--- config.mk ---
export PLATFORM = sky130hd
export DESIGN_NAME = apd_ctrl
export DESIGN_NICKNAME = d
export VERILOG_FILES = /design/src/include/apd_pkg.sv /design/src/rtl/apd_tick_gen.sv /design/src/rtl/apd_func_pm.sv /design/src/rtl/apd_ctrl.sv
export SDC_FILE = /design/constraint.sdc
export NUM_CORES = 1
export LEC_CHECK = 0
export ABC_AREA = 0
export CELL_PAD_IN_SITES_DETAIL_PLACEMENT = 0
export CELL_PAD_IN_SITES_GLOBAL_PLACEMENT = 1
export CORE_MARGIN = 5
export CORE_UTILIZATION = 50
export CTS_CLUSTER_SIZE = 28
export DETAILED_ROUTE_END_ITERATION = 7
export DONT_BUFFER_PORTS = 1
export PLACE_DENSITY_LB_ADDON = 0.12
export SETUP_SLACK_MARGIN = 0.02
export SLEW_MARGIN = 20
export SYNTH_ARGS = -nofsm -noshare
export SYNTH_HDL_FRONTEND = slang
export SYNTH_HIERARCHICAL = 1
export SYNTH_SLANG_ARGS = --single-unit
--- constraint.sdc ---
create_clock -name i_ref_clk -period 5.7 [get_ports i_ref_clk]
set_input_delay 0.285 -clock i_ref_clk [delete_from_list [all_inputs] [get_ports i_ref_clk]]
set_output_delay 0.285 -clock i_ref_clk [all_outputs]
set_load 0.005 [all_outputs]
--- src/include/apd_pkg.sv ---
package apd_pkg;

  // Configuration register indices
  localparam logic [7:0] APD_IDX_GLOBAL_STANDBY_COUNT = 8'h39;
  localparam logic [7:0] APD_IDX_POWER_TIMER_SMI_CTRL = 8'h3a;
  localparam logic [7:0] APD_IDX_TEST_RESERVED        = 8'h3b;
  localparam logic [7:0] APD_IDX_FUNCTION_IDLE_STATUS = 8'h40;
  localparam logic [7:0] APD_IDX_FUNCTION_WAKE_STATUS = 8'h41;
  localparam logic [7:0] APD_IDX_FUNCTION_IRQ_STATUS  = 8'h42;
  localparam logic [7:0] APD_IDX_RESERVED_A           = 8'h43;
  localparam logic [7:0] APD_IDX_RESERVED_B           = 8'h44;
  localparam logic [7:0] APD_IDX_SMI_SOURCE_ENABLE    = 8'h45;

  // Reset values
  localparam logic [7:0] APD_RST_BYTE  = 8'h00;
  localparam logic [3:0] APD_RST_NIB   = 4'h0;

  // Control register field positions
  localparam int APD_BIT_TIMER_RES_SEL   = 5;
  localparam int APD_BIT_SMI_OUT_EN      = 2;
  localparam int APD_BIT_SIRQ_PULLUP_EN  = 0;

  // Function slots in the four-bit fields
  localparam int APD_FN_PRINTER = 3;
  localparam int APD_FN_FLOPPY  = 2;
  localparam int APD_FN_UART_A  = 1;
  localparam int APD_FN_UART_B  = 0;
  localparam int APD_NUM_FN     = 4;

  // Timing
  localparam longint APD_CLK_FREQ_HZ   = 64'd25_000_000;
  localparam longint APD_TICK_SEC      = 64'd1;
  localparam int     APD_SEC_CYCLES    = int'(APD_CLK_FREQ_HZ * APD_TICK_SEC);
  localparam logic [5:0] APD_SECS_PER_MIN = 6'h3c;

  // Chip-level standby machine
  typedef enum logic [1:0] {
    APD_CHIP_WORK  = 2'b00,
    APD_CHIP_COUNT = 2'b01,
    APD_CHIP_SLEEP = 2'b10
  } apd_chip_state_t;

endpackage : apd_pkg

--- src/rtl/apd_tick_gen.sv ---
`timescale 1ns/1ps
module apd_tick_gen import apd_pkg::*; #(
  parameter int SEC_CYCLES = APD_SEC_CYCLES
) (
  input  wire logic i_ref_clk,
  input  wire logic i_rst,
  input  wire logic i_res_minute,
  output logic      o_tick
);

  logic [31:0] pre_count;
  logic [5:0]  sec_count;
  logic        sec_pulse;

  // Seconds prescaler
  always_ff @(posedge i_ref_clk) begin
    if (i_rst) begin
      pre_count <= 32'h0000_0000;
      sec_pulse <= 1'b0;
    end else if (pre_count >= 32'(SEC_CYCLES - 1)) begin
      pre_count <= 32'h0000_0000;
      sec_pulse <= 1'b1;
    end else begin
      pre_count <= pre_count + 32'h0000_0001;
      sec_pulse <= 1'b0;
    end
  end

  // Minute counter and resolution select
  always_ff @(posedge i_ref_clk) begin
    if (i_rst) begin
      sec_count <= 6'h00;
      o_tick    <= 1'b0;
    end else begin
      o_tick <= 1'b0;
      if (sec_pulse) begin
        if (sec_count >= APD_SECS_PER_MIN - 6'h01) begin
          sec_count <= 6'h00;
          o_tick    <= 1'b1;
        end else begin
          sec_count <= sec_count + 6'h01;
          o_tick    <= ~i_res_minute;
        end
      end
    end
  end

endmodule : apd_tick_gen

--- src/rtl/apd_func_pm.sv ---
`timescale 1ns/1ps
module apd_func_pm import apd_pkg::*; (
  input  wire logic       i_ref_clk,
  input  wire logic       i_rst,
  input  wire logic       i_tick,
  input  wire logic       i_pm_active,
  input  wire logic       i_wake,
  input  wire logic       i_idle,
  input  wire logic [7:0] i_init_count,
  output logic            o_sleep,
  output logic            o_expire,
  output logic            o_woke
);

  logic [7:0] count;

  always_ff @(posedge i_ref_clk) begin
    if (i_rst) begin
      count    <= APD_RST_BYTE;
      o_sleep  <= 1'b0;
      o_expire <= 1'b0;
      o_woke   <= 1'b0;
    end else begin
      o_expire <= 1'b0;
      o_woke   <= 1'b0;
      if (!i_pm_active) begin
        count   <= i_init_count;
        o_sleep <= 1'b0;
      end else if (i_wake || !i_idle) begin
        count <= i_init_count;
        if (o_sleep && i_wake) begin
          o_sleep <= 1'b0;
          o_woke  <= 1'b1;
        end
      end else if (i_tick && !o_sleep && i_init_count != APD_RST_BYTE) begin
        if (count <= 8'h01) begin
          count    <= APD_RST_BYTE;
          o_sleep  <= 1'b1;
          o_expire <= 1'b1;
        end else begin
          count <= count - 8'h01;
        end
      end
    end
  end

endmodule : apd_func_pm

--- src/rtl/apd_ctrl.sv ---
// How it works
// - All functions asleep loads standby count; zero puts chip asleep.
// - Standby count of zero disables chip sleep; chip keeps current state.
// - Global standby timer runs only while chip power management is on.
// - Resolution select picks one-second or one-minute tick for all timers.
// - SMI output enable gates SMI onto the SMI pin and serial IRQ.
// - Pull-up bit enables serial IRQ pin pull-up, only in serial mode.
// - Idle flag sets on timer expiry, clears on wake; bit 3 printer.
// - Writing 1 clears idle or wake flags; writing 0 does nothing.
// - Printer idle needs no access, IRQ, DMA ack or status pin change.
// - Floppy idle needs no access, IRQ, DMA ack or motor enable set.
// - UART idle: quiet bus, receiver waiting, tx empty, modem quiet.
// - Wake sets wake flag and reloads the function's idle timer.
// - UART wakes on access, IRQ, start bit either way, modem change.
// - Printer wakes on access, IRQ, DMA ack or status pin change.
// - Floppy wakes on access, IRQ, DMA ack or motor bit set.
// - IRQ status bits mirror function IRQ levels; writes ignored.
// - SMI logic is OR of each enable ANDed with its IRQ status.
// - SMI pin asserts only with source, output and chip enables set.
// - Four SMI enable bits, printer bit 3 down to UART B bit 0.
// - Each function reloads while busy, counts down, sleeps at zero.
// - Function power management needs its own and chip enable set.
`timescale 1ns/1ps
module apd_ctrl import apd_pkg::*; #(
  parameter int SEC_CYCLES = APD_SEC_CYCLES
) (
  input  wire logic       i_ref_clk,
  input  wire logic       i_rst,
  input  wire logic [7:0] i_cfg_index,
  input  wire logic       i_cfg_wr,
  input  wire logic [7:0] i_cfg_wdata,
  output logic      [7:0] o_cfg_rdata,
  input  wire logic       i_chip_power_mgmt_enable,
  input  wire logic [3:0] i_func_power_mgmt_enable,
  input  wire logic [7:0] i_printer_idle_count,
  input  wire logic [7:0] i_floppy_idle_count,
  input  wire logic [7:0] i_uart_a_idle_count,
  input  wire logic [7:0] i_uart_b_idle_count,
  input  wire logic [3:0] i_func_access,
  input  wire logic [3:0] i_func_irq,
  input  wire logic       i_printer_dma_ack,
  input  wire logic       i_floppy_dma_ack,
  input  wire logic [4:0] i_printer_status_pins,
  input  wire logic [3:0] i_drive_output_register_motor,
  input  wire logic [1:0] i_uart_rx_waiting,
  input  wire logic [1:0] i_uart_tx_empty,
  input  wire logic [1:0] i_uart_rx_start,
  input  wire logic [1:0] i_uart_tx_start,
  input  wire logic [3:0] i_uart_a_modem_pins,
  input  wire logic [3:0] i_uart_b_modem_pins,
  input  wire logic       i_serial_irq_mode,
  output logic            o_smi_n,
  output logic            o_serial_irq_pin_smi,
  output logic            o_serial_irq_pullup_enable,
  output logic            o_chip_sleep,
  output logic      [3:0] o_func_sleep
);

  function automatic logic hit(input logic [7:0] idx,
                               input logic [7:0] reg_idx);
    hit = (idx == reg_idx);
  endfunction : hit

  function automatic logic [7:0] nib(input logic [3:0] v);
    nib = {4'h0, v};
  endfunction : nib

  logic [7:0]      global_standby_count;
  logic            timer_resolution_select;
  logic            smi_output_enable;
  logic            serial_irq_pullup_enable;
  logic [7:0]      test_reserved;
  logic [3:0]      function_idle_status;
  logic [3:0]      function_wake_status;
  logic [3:0]      function_irq_status;
  logic [3:0]      smi_source_enable;

  logic [4:0]      prt_pins_meta;
  logic [4:0]      prt_pins_sync;
  logic [4:0]      prt_pins_prev;
  logic [7:0]      modem_meta;
  logic [7:0]      modem_sync;
  logic [7:0]      modem_prev;
  logic [3:0]      motor_prev;

  logic            tick;
  logic [3:0]      wake_event;
  logic [3:0]      idle_cond;
  logic [3:0]      pm_active;
  logic [3:0]      fn_sleep;
  logic [3:0]      fn_expire;
  logic [3:0]      fn_woke;
  logic [7:0]      init_count [APD_NUM_FN];

  logic            prt_pin_change;
  logic [1:0]      modem_change;
  logic            motor_rise;
  logic            smi_logic;
  logic [3:0]      idle_clear;
  logic [3:0]      wake_clear;

  apd_chip_state_t chip_state;
  apd_chip_state_t next_chip_state;
  logic [7:0]      standby_count;
  logic [7:0]      next_standby_count;

  // Control register writes
  always_ff @(posedge i_ref_clk) begin
    if (i_rst) begin
      global_standby_count     <= APD_RST_BYTE;
      timer_resolution_select  <= 1'b0;
      smi_output_enable        <= 1'b0;
      serial_irq_pullup_enable <= 1'b0;
      test_reserved            <= APD_RST_BYTE;
      smi_source_enable        <= APD_RST_NIB;
    end else if (i_cfg_wr) begin
      if (hit(i_cfg_index, APD_IDX_GLOBAL_STANDBY_COUNT)) begin
        global_standby_count <= i_cfg_wdata;
      end
      if (hit(i_cfg_index, APD_IDX_POWER_TIMER_SMI_CTRL)) begin
        timer_resolution_select  <= i_cfg_wdata[APD_BIT_TIMER_RES_SEL];
        smi_output_enable        <= i_cfg_wdata[APD_BIT_SMI_OUT_EN];
        serial_irq_pullup_enable <= i_cfg_wdata[APD_BIT_SIRQ_PULLUP_EN];
      end
      if (hit(i_cfg_index, APD_IDX_TEST_RESERVED)) begin
        test_reserved <= i_cfg_wdata;
      end
      if (hit(i_cfg_index, APD_IDX_SMI_SOURCE_ENABLE)) begin
        smi_source_enable <= i_cfg_wdata[3:0];
      end
    end
  end

  // Read path, one cycle after the index
  always_ff @(posedge i_ref_clk) begin
    if (i_rst) begin
      o_cfg_rdata <= APD_RST_BYTE;
    end else begin
      case (i_cfg_index)
        APD_IDX_GLOBAL_STANDBY_COUNT: begin
          o_cfg_rdata <= global_standby_count;
        end
        APD_IDX_POWER_TIMER_SMI_CTRL: begin
          o_cfg_rdata <= APD_RST_BYTE;
          o_cfg_rdata[APD_BIT_TIMER_RES_SEL]  <= timer_resolution_select;
          o_cfg_rdata[APD_BIT_SMI_OUT_EN]     <= smi_output_enable;
          o_cfg_rdata[APD_BIT_SIRQ_PULLUP_EN] <= serial_irq_pullup_enable;
        end
        APD_IDX_TEST_RESERVED: begin
          o_cfg_rdata <= test_reserved;
        end
        APD_IDX_FUNCTION_IDLE_STATUS: begin
          o_cfg_rdata <= nib(function_idle_status);
        end
        APD_IDX_FUNCTION_WAKE_STATUS: begin
          o_cfg_rdata <= nib(function_wake_status);
        end
        APD_IDX_FUNCTION_IRQ_STATUS: begin
          o_cfg_rdata <= nib(function_irq_status);
        end
        APD_IDX_SMI_SOURCE_ENABLE: begin
          o_cfg_rdata <= nib(smi_source_enable);
        end
        default: begin
          o_cfg_rdata <= APD_RST_BYTE;
        end
      endcase
    end
  end

  // Pin synchronisers
  always_ff @(posedge i_ref_clk) begin
    if (i_rst) begin
      prt_pins_meta <= 5'h00;
      prt_pins_sync <= 5'h00;
      modem_meta    <= APD_RST_BYTE;
      modem_sync    <= APD_RST_BYTE;
    end else begin
      prt_pins_meta <= i_printer_status_pins;
      prt_pins_sync <= prt_pins_meta;
      modem_meta    <= {i_uart_a_modem_pins, i_uart_b_modem_pins};
      modem_sync    <= modem_meta;
    end
  end

  // Previous values for change detection
  always_ff @(posedge i_ref_clk) begin
    if (i_rst) begin
      prt_pins_prev <= 5'h00;
      modem_prev    <= APD_RST_BYTE;
      motor_prev    <= APD_RST_NIB;
    end else begin
      prt_pins_prev <= prt_pins_sync;
      modem_prev    <= modem_sync;
      motor_prev    <= i_drive_output_register_motor;
    end
  end

  assign prt_pin_change  = |(prt_pins_sync ^ prt_pins_prev);
  assign modem_change[1] = |(modem_sync[7:4] ^ modem_prev[7:4]);
  assign modem_change[0] = |(modem_sync[3:0] ^ modem_prev[3:0]);
  assign motor_rise      = |(i_drive_output_register_motor & ~motor_prev);

  // Wake events per function
  always_comb begin
    wake_event[APD_FN_PRINTER] = i_func_access[APD_FN_PRINTER]
      | i_func_irq[APD_FN_PRINTER] | i_printer_dma_ack
      | prt_pin_change;
    wake_event[APD_FN_FLOPPY] = i_func_access[APD_FN_FLOPPY]
      | i_func_irq[APD_FN_FLOPPY] | i_floppy_dma_ack
      | motor_rise;
    wake_event[APD_FN_UART_A] = i_func_access[APD_FN_UART_A]
      | i_func_irq[APD_FN_UART_A] | i_uart_rx_start[1]
      | i_uart_tx_start[1] | modem_change[1];
    wake_event[APD_FN_UART_B] = i_func_access[APD_FN_UART_B]
      | i_func_irq[APD_FN_UART_B] | i_uart_rx_start[0]
      | i_uart_tx_start[0] | modem_change[0];
  end

  // Idle conditions per function
  always_comb begin
    idle_cond[APD_FN_PRINTER] = ~i_func_access[APD_FN_PRINTER]
      & ~i_func_irq[APD_FN_PRINTER] & ~i_printer_dma_ack
      & ~prt_pin_change;
    idle_cond[APD_FN_FLOPPY] = ~i_func_access[APD_FN_FLOPPY]
      & ~i_func_irq[APD_FN_FLOPPY] & ~i_floppy_dma_ack
      & ~(|i_drive_output_register_motor);
    idle_cond[APD_FN_UART_A] = ~i_func_access[APD_FN_UART_A]
      & ~i_func_irq[APD_FN_UART_A] & i_uart_rx_waiting[1]
      & i_uart_tx_empty[1] & ~modem_change[1];
    idle_cond[APD_FN_UART_B] = ~i_func_access[APD_FN_UART_B]
      & ~i_func_irq[APD_FN_UART_B] & i_uart_rx_waiting[0]
      & i_uart_tx_empty[0] & ~modem_change[0];
  end

  assign init_count[APD_FN_PRINTER] = i_printer_idle_count;
  assign init_count[APD_FN_FLOPPY]  = i_floppy_idle_count;
  assign init_count[APD_FN_UART_A]  = i_uart_a_idle_count;
  assign init_count[APD_FN_UART_B]  = i_uart_b_idle_count;

  // Common tick for every idle timer
  apd_tick_gen #(
    .SEC_CYCLES (SEC_CYCLES)
  ) u_tick (
    .i_ref_clk    (i_ref_clk),
    .i_rst        (i_rst),
    .i_res_minute (timer_resolution_select),
    .o_tick       (tick)
  );

  // Per-function power-down machines
  genvar fn;
  generate
    for (fn = 0; fn < APD_NUM_FN; fn++) begin : g_fn
      assign pm_active[fn] = i_func_power_mgmt_enable[fn]
        & i_chip_power_mgmt_enable;
      apd_func_pm u_pm (
        .i_ref_clk    (i_ref_clk),
        .i_rst        (i_rst),
        .i_tick       (tick),
        .i_pm_active  (pm_active[fn]),
        .i_wake       (wake_event[fn]),
        .i_idle       (idle_cond[fn]),
        .i_init_count (init_count[fn]),
        .o_sleep      (fn_sleep[fn]),
        .o_expire     (fn_expire[fn]),
        .o_woke       (fn_woke[fn])
      );
    end
  endgenerate

  assign idle_clear = (i_cfg_wr
    && hit(i_cfg_index, APD_IDX_FUNCTION_IDLE_STATUS))
    ? i_cfg_wdata[3:0] : APD_RST_NIB;
  assign wake_clear = (i_cfg_wr
    && hit(i_cfg_index, APD_IDX_FUNCTION_WAKE_STATUS))
    ? i_cfg_wdata[3:0] : APD_RST_NIB;

  // Idle and wake flags, hardware set wins over host clear
  always_ff @(posedge i_ref_clk) begin
    if (i_rst) begin
      function_idle_status <= APD_RST_NIB;
      function_wake_status <= APD_RST_NIB;
    end else begin
      function_idle_status <= (function_idle_status & ~idle_clear
        & ~fn_woke) | fn_expire;
      function_wake_status <= (function_wake_status & ~wake_clear
        & ~fn_expire) | fn_woke;
    end
  end

  // IRQ mirror, not writable
  always_ff @(posedge i_ref_clk) begin
    if (i_rst) begin
      function_irq_status <= APD_RST_NIB;
    end else begin
      function_irq_status <= i_func_irq;
    end
  end

  // Chip standby machine
  always_comb begin
    next_chip_state    = chip_state;
    next_standby_count = standby_count;
    case (chip_state)
      APD_CHIP_WORK: begin
        if (i_chip_power_mgmt_enable
            && global_standby_count != APD_RST_BYTE
            && (&fn_sleep) && !(|wake_event)) begin
          next_chip_state    = APD_CHIP_COUNT;
          next_standby_count = global_standby_count;
        end
      end
      APD_CHIP_COUNT: begin
        if (|wake_event || !(&fn_sleep)) begin
          next_chip_state = APD_CHIP_WORK;
        end else if (!i_chip_power_mgmt_enable
                     || global_standby_count == APD_RST_BYTE) begin
          next_chip_state = APD_CHIP_COUNT;
        end else if (tick) begin
          if (standby_count <= 8'h01) begin
            next_standby_count = APD_RST_BYTE;
            next_chip_state    = APD_CHIP_SLEEP;
          end else begin
            next_standby_count = standby_count - 8'h01;
          end
        end
      end
      APD_CHIP_SLEEP: begin
        if (|wake_event || !(&fn_sleep)) begin
          next_chip_state = APD_CHIP_WORK;
        end
      end
      default: begin
        next_chip_state    = APD_CHIP_WORK;
        next_standby_count = APD_RST_BYTE;
      end
    endcase
  end

  always_ff @(posedge i_ref_clk) begin
    if (i_rst) begin
      chip_state    <= APD_CHIP_WORK;
      standby_count <= APD_RST_BYTE;
    end else begin
      chip_state    <= next_chip_state;
      standby_count <= next_standby_count;
    end
  end

  assign smi_logic = |(smi_source_enable & function_irq_status);

  // Output pins
  always_ff @(posedge i_ref_clk) begin
    if (i_rst) begin
      o_smi_n                    <= 1'b1;
      o_serial_irq_pin_smi       <= 1'b0;
      o_serial_irq_pullup_enable <= 1'b0;
      o_chip_sleep               <= 1'b0;
      o_func_sleep               <= APD_RST_NIB;
    end else begin
      o_smi_n <= ~(smi_logic & smi_output_enable
        & i_chip_power_mgmt_enable);
      o_serial_irq_pin_smi <= smi_logic & smi_output_enable
        & i_chip_power_mgmt_enable & i_serial_irq_mode;
      o_serial_irq_pullup_enable <= serial_irq_pullup_enable
        & i_serial_irq_mode;
      o_chip_sleep <= (next_chip_state == APD_CHIP_SLEEP);
      o_func_sleep <= fn_sleep;
    end
  end

endmodule : apd_ctrl

==> out/results.tsv <==
stage	metric	value	unit
global_routing	grtUsageMet3	4.96	%
min_path	hold_path.class	primary input to flop	
yosys	yosysTopAreaCell	dfxtp_1	
sta	finalSetupViolCount	0	
status	outcome	finished, final reports clean	
power_and_ir_drop	p_int	2.24	mW
global_routing	grt.met2_usage	33.8	%
yosys	syn_avg_cell_area	8.96	sq um
cells_and_area	area_growth	14.1	%
min_path	holdPathEnd	o_serial_irq_pin_smi	
min_path	min_from	i_serial_irq_mode	
cells_and_area	final_common_cell	dfxtp_1	
setup_path	end_kind	flop	
power_and_ir_drop	swShare	21.5	%
global_routing	overflow	0	
sta	skew	0.00720	ns
cells_and_area	drive_gt1_share	10.3	%
yosys	synthTopCellsByArea	dfxtp_1 (43%), nor2b_1 (4.2%), nand2_1 (3.5%)	
clock_tree	cts.path.max_buffers	2	
clock_tree	clock-sinks	188	
sta	grt_setup_unrepaired	no	
cells_and_area	layout_common_cells	dfxtp_1 (188), nand2_1 (82), nor2_1 (78), nor2b_1 (59), nand3_1 (51)	
floorplan	die_area	20400	sq um
clock_tree	clock-root-buffer	clkbuf_16	
run	drv_cap	0	
setup_path	worstSetupStartpoint	u_tick/pre_count[0]	
global_routing	grt_max_degree	107	
detailed_routing	totalWireLength	21100	microns
yosys	synth_edf_count	0	
place	hpwlAfterDp	14600	microns
setup_path	reg2reg_setup_slack	3.14	ns
power_and_ir_drop	ir_drop	0.324	mV
detailed_routing	postRouteAntennaNets	0	
floorplan	num_rows	48	
setup_path	r2r_cells	6	
sta	relSlewSlack	34.0	%
global_routing	grt-busiest-layer	met2	
yosys	synth_seq_cells	188	
place	io_buffer_count	0	
power_and_ir_drop	powerDensity	284	nW/um^2
setup_path	critPathLaunchType	flop	
clock_tree	cts_tree	done	
min_path	min_path_cells	2	
global_routing	grt_usage	20.9	%
cells_and_area	finalNetCount	1119	
clock_tree	htree_num_levels	4	
global_routing	grtUsageMet1	27.7	%
sta	slew_violations	0	
yosys	synth_cell_type_count	71	
sta	fmax	390	MHz
floorplan	die_x	143	microns
yosys	ys_seq_area_share	42.7	%
cells_and_area	final_cells	1252	
setup_path	worst-path-max-fanout	14	
clock_tree	cts_inserted_buffers	17	
floorplan	start_util	51.0	%
detailed_routing	dr.first_iter.drc_count	347	
setup_path	reg2reg_to	u_tick/pre_count[10]	
global_routing	grt_pass1_vias	6858	
power_and_ir_drop	combPwrFrac	6.5	%
cells_and_area	n_antenna_cell	0	
place	placed_cells	1180	
clock_tree	postCtsResizedCells	0	
setup_path	criticalPathCategory	flop to flop	
clock_tree	insertion_delay	0.42	ns
power_and_ir_drop	power	2.86	mW
sta	finalCritPeriodShare	45.0	%
detailed_routing	wire_per_inst	16.9	microns
sta	hold_viol	0	
yosys	yosysTopAreaCellShare	42.7	%
power_and_ir_drop	p_sw	615	uW
floorplan	die-height	143	microns
yosys	syn_inst	984	
sta	timing.hold.ws	0.00885	ns
cells_and_area	fin_util	58.2	%
power_and_ir_drop	pwr-share-seq	48.0	%
floorplan	core-area	17300	sq um
floorplan	num_io_pins	108	
yosys	netlist_area	8810	sq um
yosys	async_flop_share	0	%
sta	post-route-min-period	2.56	ns
detailed_routing	vias	7180	
yosys	synth_ff_type	dfxtp_1	
sta	worstMarginPinSlew	0.990	ns
setup_path	worstPathRequired	5.97	ns
global_routing	grt_first_pass_wirelength	34600	microns
detailed_routing	viasPerCell	5.73	
clock_tree	clk_pin_slew	0.07	ns
yosys	yosysWarnings	6	
place	gp_congestion	0.846	
power_and_ir_drop	clkPwrFrac	45.6	%
detailed_routing	drc	0	
detailed_routing	dr.pass1.iters	5	
setup_path	cp_data_arrival_time	2.84	ns
global_routing	antenna_found_initial	0	
setup_path	reg2reg_from	u_tick/pre_count[0]	
sta	final.setup.tns	0	ns
power_and_ir_drop	leakagePower	3.61	nW
-- repair_timing --
action / in CTS / in global routing
hold endpoints to repair: 116 / 3
buffers inserted: 0 / 0
hold buffers: 38 / 3
-- per-stage QoR --
step	worst slack, ns	area, sq um
finish	3.14	10100
global route	2.88	10100
CTS	3.11	10000
detailed placement	2.97	8970
global placement	3.01	8970
floorplan	3.41	8840
-- worst max path at each step --
stage,end,cells after the start
2_1_floorplan,g_fn[2].u_pm/count[1],7
3_3_place_gp,g_fn[2].u_pm/count[1],6
3_5_place_dp,g_fn[2].u_pm/count[3],7
4_1_cts,u_tick/pre_count[12],6
5_1_grt,g_fn[3].u_pm/count[3],8
6_report,u_tick/pre_count[10],6
-- state kept, by name (all words and copies together), names as in the netlist, 6 cells and up --
register / flops
u_tick/sec_count: 6
modem_prev: 8
modem_sync: 8
o_cfg_rdata: 8
test_reserved: 8
modem_meta: 8
standby_count: 8
u_tick/pre_count: 32
global_standby_count: 8
g_fn.u_pm/count: 32
-- routing by layer --
metal / share of wire, % / vias to the layer above
met5: 0 / -
met3: 5.4 / 28
met2: 47 / 158
met1: 46 / 3367
met4: 2.3 / 0
li1: - / 3627
-- cell usage after synthesis (14+ instances only) --
cell        n
nand3_1    51
nand4_1    14
nor3_1     42
a21oi_1    47
o21ai_0    26
dfxtp_1   188
nor2b_1    59
clkbuf_1   28
nor2_1     78
a31oi_1    14
o211ai_1   20
inv_1      34
nand2_1    82
mux2i_1    23
xor2_1     23
or4_1      14
-- cell type report --
type,count,area [sq um]
repair buffers,44,450
clock inverters,10,188
multi-input cells,730,4780
flip-flops and latches,188,3760
fillers,1617,7240
clock buffers,21,470
inverters,34,128
well taps,225,282
-- power groups by stage --
stage                     combinational, mW  sequential, mW  clock, mW
after floorplan                       0.135            1.39          0
final                                 0.185            1.37       1.30
after CTS                             0.183            1.37       1.33
after global routing                  0.206            1.37       1.40
after global placement                0.145            1.40          0
after detailed placement              0.145            1.40          0
-- cell families (layout without fill, tap and decap cells) --
group	count (synthesis)	after routing	share of synthesized area, %
flops	188	188	42.7
mux	36	36	4.27
other cells	1	7	0.0425
compound gates	199	199	16.4
simple gates	440	440	28.0
buf+inv	72	109	3.34
xor+xnor	36	36	3.58
fa+ha+maj	12	12	1.70
-- critical path, stage by stage, from the launching register on --
cell and delay (ns):
dfxtp_1 0.40, ha_1 0.23, and4_1 0.39, nand2_1 0.15
a311oi_2 0.82, buf_4 0.34, nor3_1 0.07
No activity file was read; power rests on OpenSTA's default activity.
